## config.mk

```make
export PLATFORM = sky130hd
export DESIGN_NAME = bsa_core
export DESIGN_NICKNAME = d
export VERILOG_FILES = /design/src/logic/bsa_pkg.sv /design/src/logic/bsa_core.sv
export VERILOG_INCLUDE_DIRS = /design/src /design/src/logic
export SDC_FILE = /design/constraint.sdc
export NUM_CORES = 1
export LEC_CHECK = 0
export BUFFER_PORTS_ARGS = -buffer_cell sky130_fd_sc_hd__buf_2
export CORE_UTILIZATION = 53
export CTS_CLUSTER_SIZE = 10
export DETAILED_ROUTE_END_ITERATION = 12
export PLACE_DENSITY = 0.88
export SYNTH_ARGS = -nofsm -noshare
export SYNTH_HDL_FRONTEND = slang
export SYNTH_SLANG_ARGS = --single-unit
```

## constraint.sdc

```tcl
create_clock -name clock_in -period 2.6 [get_ports clock_in]
set_input_delay 0.52 -clock clock_in [delete_from_list [all_inputs] [get_ports clock_in]]
set_output_delay 0.52 -clock clock_in [all_outputs]
set_load 0.01 [all_outputs]
```

## src/logic/bsa_consts.svh

```systemverilog
// Offsets, field positions, reset values and codes of the alarm block
`ifndef BSA_CONSTS_SVH
`define BSA_CONSTS_SVH
`default_nettype none
// ****************************************************************
// Data encodings
// ****************************************************************
`define BSA_WORD_W 16
`define BSA_BYTE_W 8
`define BSA_BLOCK_MAX 8'h20
// ****************************************************************
// Register offsets and reset values
// ****************************************************************
`define BSA_OFF_STATUS 8'h00
`define BSA_OFF_CAP_THR 8'h04
`define BSA_OFF_RUN_THR 8'h08
`define BSA_OFF_ALERT_EN 8'h0c
`define BSA_OFF_ERR 8'h10
`define BSA_OFF_CAL 8'h14
`define BSA_CAP_THR_RST 16'h0000
`define BSA_RUN_THR_RST 16'h0000
// ****************************************************************
// Status word fields
// ****************************************************************
`define BSA_BIT_OVERCHG 15
`define BSA_BIT_STOPCHG 14
`define BSA_BIT_HEAT 12
`define BSA_BIT_STOPDRN 11
`define BSA_BIT_LOWCAP 9
`define BSA_BIT_LOWRUN 8
`define BSA_BIT_CAL 7
`define BSA_BIT_NOTCHG 6
`define BSA_BIT_FULL 5
`define BSA_BIT_DEPL 4
`define BSA_HOST_ONLY_MASK 8'h03
`define BSA_ALERT_NIBBLE 4'hf
`define BSA_DEPL_CLR_PCT 8'h14
// ****************************************************************
// Error codes and command code ranges
// ****************************************************************
`define BSA_ERR_OK 16'h0000
`define BSA_ERR_BUSY 16'h0001
`define BSA_ERR_RESERVED 16'h0002
`define BSA_ERR_UNIMPL 16'h0003
`define BSA_ERR_WPROT 16'h0004
`define BSA_ERR_OVF 16'h0005
`define BSA_ERR_LEN 16'h0006
`define BSA_ERR_UNCLASS 16'h0007
`define BSA_CODE_HI_MASK 8'hc0
`define BSA_CODE_WR_LAST 8'h04
`define BSA_CODE_STD_LAST 8'h23
`define BSA_CODE_RSV_LO 8'h1d
`define BSA_CODE_RSV_HI 8'h1f
`define BSA_CODE_BLK_FIRST 8'h20
`define BSA_CODE_OPT5 8'h2f
`define BSA_CODE_OPT_LO 8'h3c
`define BSA_ALERT_LAST_BIT 4'h8
`default_nettype wire
`endif

```

## src/logic/bsa_pkg.sv

```systemverilog
// Types shared by the battery status and alarm block
`default_nettype none
package bsa_pkg;
  // Alert sender states, one-hot
  typedef enum logic [3:0] {
    BSA_IDLE = 4'h1,
    BSA_START = 4'h2,
    BSA_SHIFT = 4'h4,
    BSA_STOP = 4'h8
  } bsa_state_t;

  // Measurement update from the gauge, same clock
  typedef struct packed {
    logic update;
    logic overcharge;
    logic param_bad;
    logic over_temp;
    logic depl_det;
    logic soc_safe;
    logic cal_lost;
    logic charging;
    logic charge_term;
    logic can_accept;
    logic [15:0] capacity_left;
    logic [15:0] runtime_at_rate;
    logic [15:0] avg_runtime_estimate;
    logic [7:0] relative_fill_percent;
  } bsa_meas_t;

  // One decoded command transaction from the bus slave
  typedef struct packed {
    logic valid;
    logic write;
    logic block;
    logic busy;
    logic overflow;
    logic unknown;
    logic [7:0] code;
    logic [7:0] count;
  } bsa_cmd_t;

  // Whole state of the block
  typedef struct packed {
    logic scl_meta;
    logic scl_sync;
    logic scl_prev;
    logic sda_meta;
    logic sda_sync;
    logic [15:0] cap_thr;
    logic [15:0] run_thr;
    logic alert_en;
    logic [15:0] status;
    logic [15:0] err_code;
    logic done;
    logic nack;
    logic [15:0] rdata;
    logic pend_host;
    logic pend_chgr;
    bsa_state_t st;
    logic to_chgr;
    logic [3:0] bit_cnt;
    logic [1:0] byte_cnt;
    logic [15:0] word;
    logic abort;
    logic sda_oe;
    logic sda_o;
    logic busy;
  } bsa_state_s_t;
endpackage
`default_nettype wire

```

## src/logic/bsa_core.sv

```systemverilog
// Battery alarm flags, status word, error codes and alert sender
`include "bsa_consts.svh"
`default_nettype none
// Summary of operation
// - Words 16 bits, bytes and chars 8
// - Boolean word: zero false, nonzero true
// - Block count byte excludes itself, max 31
// - Strings use same count-prefixed 32-byte block
// - Charge-excess flag tracks over-charging
// - Stop-charging flag while parameter out of range
// - Heat-limit flag while temperature too high
// - Stop-draining flag until charge safe again
// - Low-capacity flag versus capacity threshold
// - Low-runtime flag versus runtime threshold
// - Calibrated flag set, cleared on data loss
// - Not-charging flag follows charging detection
// - Charge-complete flag until charge accepted again
// - Depleted flag held until fill reaches 20%
// - Code 0x0000 success, 0x0001 busy
// - Code 0x0002 reserved or unimplemented optional
// - Code 0x0003 defined but unsupported command
// - Code 0x0004 write to read-only command
// - Code 0x0005 overflow or underflow
// - Code 0x0006 block size mismatch on write
// - Code 0x0007 for any other error
// - Every error also withholds acknowledge
// - Capacity/runtime alerts host only, others both
// - Alert status low nibble forced to ones
// - Alert: target, own address, 16-bit status
module bsa_core #(
  parameter logic [6:0] HOST_ADDR = 7'h01,
  parameter logic [6:0] CHGR_ADDR = 7'h02,
  parameter logic [6:0] BATT_ADDR = 7'h03,
  parameter logic [35:0] SUPPORTED = 36'hf_ffff_ffff,
  parameter logic [4:0] OPT_IMPL = 5'h00
) (
  input wire logic clock_in,
  input wire logic reset_n_in,
  input wire logic [7:0] reg_addr_in,
  input wire logic [15:0] reg_wdata_in,
  input wire logic reg_wr_in,
  input wire logic reg_rd_in,
  output logic [15:0] reg_rdata_out,
  input wire bsa_pkg::bsa_meas_t meas_in,
  input wire bsa_pkg::bsa_cmd_t cmd_in,
  output logic [15:0] status_out,
  output logic [15:0] err_code_out,
  output logic cmd_done_out,
  output logic cmd_nack_out,
  input wire logic scl_in,
  input wire logic sda_in,
  output logic sda_out,
  output logic sda_oe_out,
  output logic alert_busy_out
);
  // ****************************************************************
  // Parameter checks
  // ****************************************************************
  if (HOST_ADDR == BATT_ADDR || CHGR_ADDR == BATT_ADDR) begin : g_chk
    $error("bsa_core: own address collides with a target address");
  end

  bsa_pkg::bsa_state_s_t s_r;
  bsa_pkg::bsa_state_s_t s_nxt;
  logic scl_fall;
  logic scl_rise;
  logic [7:0] new_alarm;
  logic [15:0] err;
  logic is_reserved;
  logic is_opt;
  logic is_unimpl;
  logic is_wprot;
  logic is_blk_cmd;
  logic is_len_bad;

  // ****************************************************************
  // Alert frame bit source
  // ****************************************************************
  // MSB first; write bit is zero in both address bytes
  function automatic logic frame_bit(input logic [1:0] byte_i,
                                     input logic [3:0] bit_i,
                                     input logic to_chgr,
                                     input logic [15:0] word);
    logic [7:0] b;
    b = 8'h00;
    case (byte_i)
      2'h0: b = {to_chgr ? CHGR_ADDR : HOST_ADDR, 1'b0};
      2'h1: b = {BATT_ADDR, 1'b0};
      2'h2: b = word[7:0];
      default: b = word[15:8];
    endcase
    frame_bit = b[3'(4'h7 - bit_i)];
  endfunction

  // ****************************************************************
  // Command code decode
  // ****************************************************************
  // Optional vendor codes: index 0 is 0x2f, 1..4 are 0x3c..0x3f
  always_comb begin
    is_opt = (cmd_in.code == `BSA_CODE_OPT5) ||
             ((cmd_in.code & 8'hfc) == `BSA_CODE_OPT_LO);
    is_reserved = ((cmd_in.code & `BSA_CODE_HI_MASK) != 8'h00) ||
                  (cmd_in.code >= `BSA_CODE_RSV_LO &&
                   cmd_in.code <= `BSA_CODE_RSV_HI) ||
                  (!is_opt && cmd_in.code > `BSA_CODE_STD_LAST);
    if (cmd_in.code == `BSA_CODE_OPT5) begin
      is_reserved = !OPT_IMPL[0];
    end else if (is_opt) begin
      is_reserved = !OPT_IMPL[3'(cmd_in.code[1:0]) + 3'h1];
    end
    is_unimpl = !is_opt && !is_reserved &&
                !SUPPORTED[cmd_in.code[5:0]];
    is_wprot = cmd_in.write && !is_opt &&
               cmd_in.code > `BSA_CODE_WR_LAST;
    is_blk_cmd = cmd_in.code == `BSA_CODE_OPT5 ||
                 (cmd_in.code >= `BSA_CODE_BLK_FIRST &&
                  cmd_in.code <= `BSA_CODE_STD_LAST);
    // Count byte excludes itself, so the payload is at most 31
    is_len_bad = cmd_in.write && ((is_blk_cmd != cmd_in.block) ||
                 (cmd_in.block && cmd_in.count >= `BSA_BLOCK_MAX));
    // Busy first: nothing else is known while busy
    if (cmd_in.busy) begin
      err = `BSA_ERR_BUSY;
    end else if (is_reserved) begin
      err = `BSA_ERR_RESERVED;
    end else if (is_unimpl) begin
      err = `BSA_ERR_UNIMPL;
    end else if (is_wprot) begin
      err = `BSA_ERR_WPROT;
    end else if (is_len_bad) begin
      err = `BSA_ERR_LEN;
    end else if (cmd_in.overflow) begin
      err = `BSA_ERR_OVF;
    end else if (cmd_in.unknown) begin
      err = `BSA_ERR_UNCLASS;
    end else begin
      err = `BSA_ERR_OK;
    end
  end

  // ****************************************************************
  // Next state
  // ****************************************************************
  always_comb begin
    s_nxt = s_r;
    s_nxt.done = 1'b0;
    s_nxt.nack = 1'b0;
    s_nxt.rdata = 16'h0000;
    // Link pins: two flops before anything looks at them
    s_nxt.scl_meta = scl_in;
    s_nxt.scl_sync = s_r.scl_meta;
    s_nxt.scl_prev = s_r.scl_sync;
    s_nxt.sda_meta = sda_in;
    s_nxt.sda_sync = s_r.sda_meta;
    scl_fall = s_r.scl_prev && !s_r.scl_sync;
    scl_rise = !s_r.scl_prev && s_r.scl_sync;

    // Register writes; boolean words test the whole word
    if (reg_wr_in) begin
      case (reg_addr_in)
        `BSA_OFF_CAP_THR: s_nxt.cap_thr = reg_wdata_in;
        `BSA_OFF_RUN_THR: s_nxt.run_thr = reg_wdata_in;
        `BSA_OFF_ALERT_EN: s_nxt.alert_en = |reg_wdata_in;
        default: s_nxt.alert_en = s_r.alert_en;
      endcase
    end
    // Register reads, answered the next cycle; holes read zero
    if (reg_rd_in) begin
      case (reg_addr_in)
        `BSA_OFF_STATUS: s_nxt.rdata = s_r.status;
        `BSA_OFF_CAP_THR: s_nxt.rdata = s_r.cap_thr;
        `BSA_OFF_RUN_THR: s_nxt.rdata = s_r.run_thr;
        `BSA_OFF_ALERT_EN: s_nxt.rdata = {15'h0000, s_r.alert_en};
        `BSA_OFF_ERR: s_nxt.rdata = s_r.err_code;
        `BSA_OFF_CAL: s_nxt.rdata = {15'h0000, s_r.status[`BSA_BIT_CAL]};
        default: s_nxt.rdata = 16'h0000;
      endcase
    end

    // Flags follow the gauge on each update; only the calibrated flag also changes, on a write
    if (meas_in.update) begin
      s_nxt.status[`BSA_BIT_OVERCHG] = meas_in.overcharge;
      s_nxt.status[`BSA_BIT_STOPCHG] = meas_in.param_bad;
      s_nxt.status[`BSA_BIT_HEAT] = meas_in.over_temp;
      if (meas_in.depl_det) begin
        s_nxt.status[`BSA_BIT_STOPDRN] = 1'b1;
      end else if (meas_in.soc_safe) begin
        s_nxt.status[`BSA_BIT_STOPDRN] = 1'b0;
      end
      // Covers both lowering the threshold and charging
      s_nxt.status[`BSA_BIT_LOWCAP] =
        meas_in.capacity_left < s_r.cap_thr;
      if (meas_in.runtime_at_rate < s_r.run_thr) begin
        s_nxt.status[`BSA_BIT_LOWRUN] = 1'b1;
      end else if (meas_in.avg_runtime_estimate >= s_r.run_thr) begin
        s_nxt.status[`BSA_BIT_LOWRUN] = 1'b0;
      end
      if (meas_in.cal_lost) begin
        s_nxt.status[`BSA_BIT_CAL] = 1'b0;
      end
      s_nxt.status[`BSA_BIT_NOTCHG] = !meas_in.charging;
      if (meas_in.charge_term) begin
        s_nxt.status[`BSA_BIT_FULL] = 1'b1;
      end else if (meas_in.can_accept) begin
        s_nxt.status[`BSA_BIT_FULL] = 1'b0;
      end
      if (meas_in.depl_det) begin
        s_nxt.status[`BSA_BIT_DEPL] = 1'b1;
      end else if (meas_in.relative_fill_percent >= `BSA_DEPL_CLR_PCT) begin
        s_nxt.status[`BSA_BIT_DEPL] = 1'b0;
      end
    end
    // Factory calibration mark; set wins over a loss seen now
    if (reg_wr_in && reg_addr_in == `BSA_OFF_CAL && |reg_wdata_in) begin
      s_nxt.status[`BSA_BIT_CAL] = 1'b1;
    end
    s_nxt.status[13] = 1'b0;
    s_nxt.status[10] = 1'b0;

    // Transaction result: code, nack pulse and status nibble
    if (cmd_in.valid) begin
      s_nxt.err_code = err;
      s_nxt.status[3:0] = err[3:0];
      s_nxt.done = 1'b1;
      s_nxt.nack = err != `BSA_ERR_OK;
    end

    // Alert sender: bits change only after the clock falls
    case (s_r.st)
      bsa_pkg::BSA_IDLE: begin
        if ((s_r.pend_host || s_r.pend_chgr) && s_r.scl_sync &&
            s_r.sda_sync) begin
          s_nxt.to_chgr = !s_r.pend_host;
          s_nxt.word = {s_r.status[15:4], `BSA_ALERT_NIBBLE};
          s_nxt.sda_oe = 1'b1;
          s_nxt.abort = 1'b0;
          s_nxt.st = bsa_pkg::BSA_START;
          // Host frame goes first; the charger's waits for the next one
          s_nxt.pend_chgr = s_r.pend_chgr && s_r.pend_host;
          s_nxt.pend_host = 1'b0;
        end
      end
      bsa_pkg::BSA_START: begin
        if (scl_fall) begin
          s_nxt.bit_cnt = 4'h0;
          s_nxt.byte_cnt = 2'h0;
          s_nxt.sda_oe = !frame_bit(2'h0, 4'h0, s_r.to_chgr, s_r.word);
          s_nxt.st = bsa_pkg::BSA_SHIFT;
        end
      end
      bsa_pkg::BSA_SHIFT: begin
        // A missing acknowledge ends the frame early
        if (scl_rise && s_r.bit_cnt == `BSA_ALERT_LAST_BIT &&
            s_r.sda_sync) begin
          s_nxt.abort = 1'b1;
        end
        if (scl_fall) begin
          if (s_r.bit_cnt == `BSA_ALERT_LAST_BIT) begin
            if (s_r.byte_cnt == 2'h3 || s_r.abort) begin
              s_nxt.sda_oe = 1'b1;
              s_nxt.st = bsa_pkg::BSA_STOP;
            end else begin
              s_nxt.byte_cnt = s_r.byte_cnt + 2'h1;
              s_nxt.bit_cnt = 4'h0;
              s_nxt.sda_oe = !frame_bit(s_r.byte_cnt + 2'h1, 4'h0,
                                        s_r.to_chgr, s_r.word);
            end
          end else begin
            s_nxt.bit_cnt = s_r.bit_cnt + 4'h1;
            // Release the line for the receiver's acknowledge
            if (s_r.bit_cnt + 4'h1 == `BSA_ALERT_LAST_BIT) begin
              s_nxt.sda_oe = 1'b0;
            end else begin
              s_nxt.sda_oe = !frame_bit(s_r.byte_cnt, s_r.bit_cnt + 4'h1,
                                        s_r.to_chgr, s_r.word);
            end
          end
        end
      end
      bsa_pkg::BSA_STOP: begin
        // Data rising while the clock is high ends the frame
        if (scl_rise) begin
          s_nxt.sda_oe = 1'b0;
          s_nxt.st = bsa_pkg::BSA_IDLE;
        end
      end
      default: begin
        s_nxt.sda_oe = 1'b0;
        s_nxt.st = bsa_pkg::BSA_IDLE;
      end
    endcase
    s_nxt.busy = s_nxt.st != bsa_pkg::BSA_IDLE;

    // Newly raised alarms queue alerts; set wins over taking one
    new_alarm = s_nxt.status[15:8] & ~s_r.status[15:8];
    if (s_r.alert_en) begin
      s_nxt.pend_host = s_nxt.pend_host || (|new_alarm);
      s_nxt.pend_chgr = s_nxt.pend_chgr ||
        (|(new_alarm & ~`BSA_HOST_ONLY_MASK));
    end
  end

  // ****************************************************************
  // State register
  // ****************************************************************
  always_ff @(posedge clock_in or negedge reset_n_in) begin
    if (!reset_n_in) begin
      s_r <= '0;
      s_r.cap_thr <= `BSA_CAP_THR_RST;
      s_r.run_thr <= `BSA_RUN_THR_RST;
      s_r.st <= bsa_pkg::BSA_IDLE;
    end else begin
      s_r <= s_nxt;
    end
  end

  // Outputs straight from the state register
  assign reg_rdata_out = s_r.rdata;
  assign status_out = s_r.status;
  assign err_code_out = s_r.err_code;
  assign cmd_done_out = s_r.done;
  assign cmd_nack_out = s_r.nack;
  assign sda_out = s_r.sda_o;
  assign sda_oe_out = s_r.sda_oe;
  assign alert_busy_out = s_r.busy;
endmodule
`default_nettype wire

```

==> flow_summary.json <==
{
  "synth_seq_area_share_pct": 40.3,
  "root_buffer": "clkbuf_8",
  "num_vias": 5019,
  "grt_overflow": 0,
  "setup_viol": 0,
  "port_buffers": 146,
  "min_path_type": "in2async",
  "rsz0062_at_grt": "no",
  "arrival_ns": 2.66,
  "final_nets": 910,
  "synth_area_per_cell_um2": 9.61,
  "slew_viol_final": 0,
  "std_cell_rows": 38,
  "fin_util_pct": 62.4,
  "cts_sinks": 96,
  "wl_mm": 14.7,
  "core_um2": 10900,
  "grt_max_degree": 47,
  "timing.fmax_ghz": 0.424,
  "ctsLongestPathBuffers": 2,
  "r2r_setup_slack_ns": 0.24,
  "clk_pin_slew_ns": 0.10,
  "clock_latency_ns": 0.38,
  "place_congestion": 0.869,
  "ys_ff_latch": 96,
  "multi_input_area_um2": 3000,
  "io_pins": 171,
  "yosys_warnings": 0,
  "rr_worst_depth": 7,
  "dieHeight_um": 108,
  "powerDensity_nw_per_um2": 510,
  "syn_to_final_growth_pct": 13.7,
  "p_leak_nw": 3.36,
  "end_kind": "flip-flop",
  "synthCells": 621,
  "setup_tns_ns": 0,
  "worst_ep_required_time_ns": 2.90,
  "die_x_um": 108,
  "period_share_pct": 90.7,
  "start_util_pct": 54.8,
  "min_period_ns": 2.36,
  "grt_pass1_vias": 4873,
  "antenna_found_initial": 0,
  "grtUsageTotal_pct": 26.5,
  "numCtsBuffers": 9,
  "hold_viol": 0,
  "synth_ff_type": "dfrtp_1",
  "final_cell_mix": "145 x buf_2, 95 x dfrtp_1, 66 x nand2_1",
  "wl_per_cell_um": 16.6,
  "die_area_um2": 11700,
  "worstPathMaxFanout": 3,
  "netlist_area_um2": 5970,
  "cts_max_level": 3,
  "critical_path_class": "reg2reg",
  "cts_tree": "built",
  "status": "finished, final reports clean",
  "max_cap_viol_count": 0,
  "grt_pass1_wl_mm": 23.6,
  "first_pass_iters": 5,
  "max-slew-margin-rel_pct": 54.5,
  "yosysUniqueCellTypes": 56,
  "fin_worst_skew_ns": 0.0147,
  "async_reset_ff_share_pct": 100,
  "ctsHoldBuffers": 0,
  "num-fill-cells": 891,
  "ir_drop_uv": 308,
  "synth_edf_count": 0,
  "post_cts_buffers": 0,
  "drt-initial-drc-count": 259,
  "ant_nets": 0,
  "ff_latch_area_um2": 2400,
  "final_common_cell": "buf_2",
  "dp_hpwl_mm": 11.6,
  "drc": 0,
  "cts_resized": 0,
  "start_kind": "flip-flop",
  "avgViaCountPerCell": 5.68,
  "antennaDiodeCount": 0,
  "drive_gt1_share_pct": 29.4,
  "worst_pin_slew_ns": 0.666
}
==> area by class of cell <==
| type | count | share of cell area (%) |
|---|---|---|
| clock buffers | 10 | 2.03 |
| clock inverters | 6 | 0.921 |
| inverters | 50 | 2.76 |
| well taps | 140 | 2.58 |
| flip-flops and latches | 96 | 35.4 |
| multi-input cells | 426 | 44.2 |
| repair buffers | 156 | 12.1 |
==> worst paths after layout <==
| check | startpoint | to |
|---|---|---|
| max in group asynchronous | reset_n_in | s_r[27] |
| min in group clock_in | sda_in | s_nxt[116] |
| worst min register to register | s_nxt[119] | s_nxt[118] |
| worst min-delay path | reset_n_in | s_r[24] |
| worst max register to register | s_r[97] | s_r[32] |
| worst max-delay path | s_r[97] | s_r[32] |
==> worst max-delay path, stage by stage (launching register included) <==
cell and delay, ns:
dfrtp_1 0.41, inv_1 0.15, ha_1 0.27, a211oi_1 0.24, o21ai_0 0.18, a2111oi_0 0.65, a31oi_1 0.19, o22ai_1 0.19
==> sequential cells by signal, summed over array words and instances (netlist names) <==
signal,count
cmd_nack_out,1
s_nxt,3
reg_rdata_out,16
cmd_done_out,1
sda_oe_out,1
status_out,13
s_r,60
alert_busy_out,1
==> cells in the mapped netlist (4+ instances only) <==
cell type	count	share of area, %
mux2_2	38	7.2
nand2_1	66	4.2
inv_1	50	3.1
nand3_1	8	0.67
a21o_1	5	0.63
a31oi_1	7	0.73
nand2b_1	5	0.52
o21a_1	5	0.63
nor3_1	6	0.50
nand4_1	10	1.0
o31ai_1	4	0.50
nor2b_1	7	0.73
a22oi_1	7	0.88
buf_2	6	0.50
o22ai_1	5	0.52
ha_1	53	11
nor2_1	43	2.7
o21ai_0	39	3.3
dfrtp_1	95	40
a21oi_1	30	2.5
clkbuf_1	8	0.50
nor4_1	6	0.63
buf_4	49	6.2
mux2i_1	14	2.3
==> power by group <==
| part | switching, mW | internal, mW | leakage [nW] |
|---|---|---|---|
| clock network | 0.570 | 0.397 | 0.102 |
| registers | 0.129 | 1.65 | 1.26 |
| logic | 0.399 | 0.322 | 2.00 |
==> stage by stage <==
step / instances / power, mW / cell area [µm²] / hold WS [ns] / setup slack (ns)
final: 884 / 3.46 / 6790 / 0.142 / 0.242
after global routing: 884 / 3.64 / 6790 / 0.176 / 0.0245
after CTS: 884 / 3.48 / 6790 / 0.155 / 0.251
after detailed placement: 868 / 2.52 / 6590 / 0.348 / 0.129
after global placement: 868 / 2.47 / 6590 / 0.344 / 0.361
after floorplan: 637 / 2.24 / 6030 / 0.224 / 0.604
==> metal layers <==
metal | vias up | track usage [%] | part of all wire, %
li1 | 2356 | - | -
met2 | 222 | 44.9 | 50
met5 | - | 0 | 0
met4 | 0 | 10.9 | 2.9
met1 | 2400 | 32.9 | 41
met3 | 41 | 5.55 | 6.3
==> logic make-up (layout without fill, tap and decap cells) <==
family | Yosys count | in the layout | synth area share (%)
adder cells (fa/ha/maj) | 53 | 53 | 11.1
AO/OA/AOI/OAI | 128 | 128 | 13.5
AND/OR/NAND/NOR | 172 | 172 | 14.3
buffers and inverters | 115 | 222 | 10.4
XOR/XNOR | 3 | 3 | 0.440
flip-flops | 96 | 96 | 40.3
other | 1 | 17 | 0.0628
multiplexers | 53 | 53 | 9.89
Note: power is estimated with default switching activity, not from simulation.
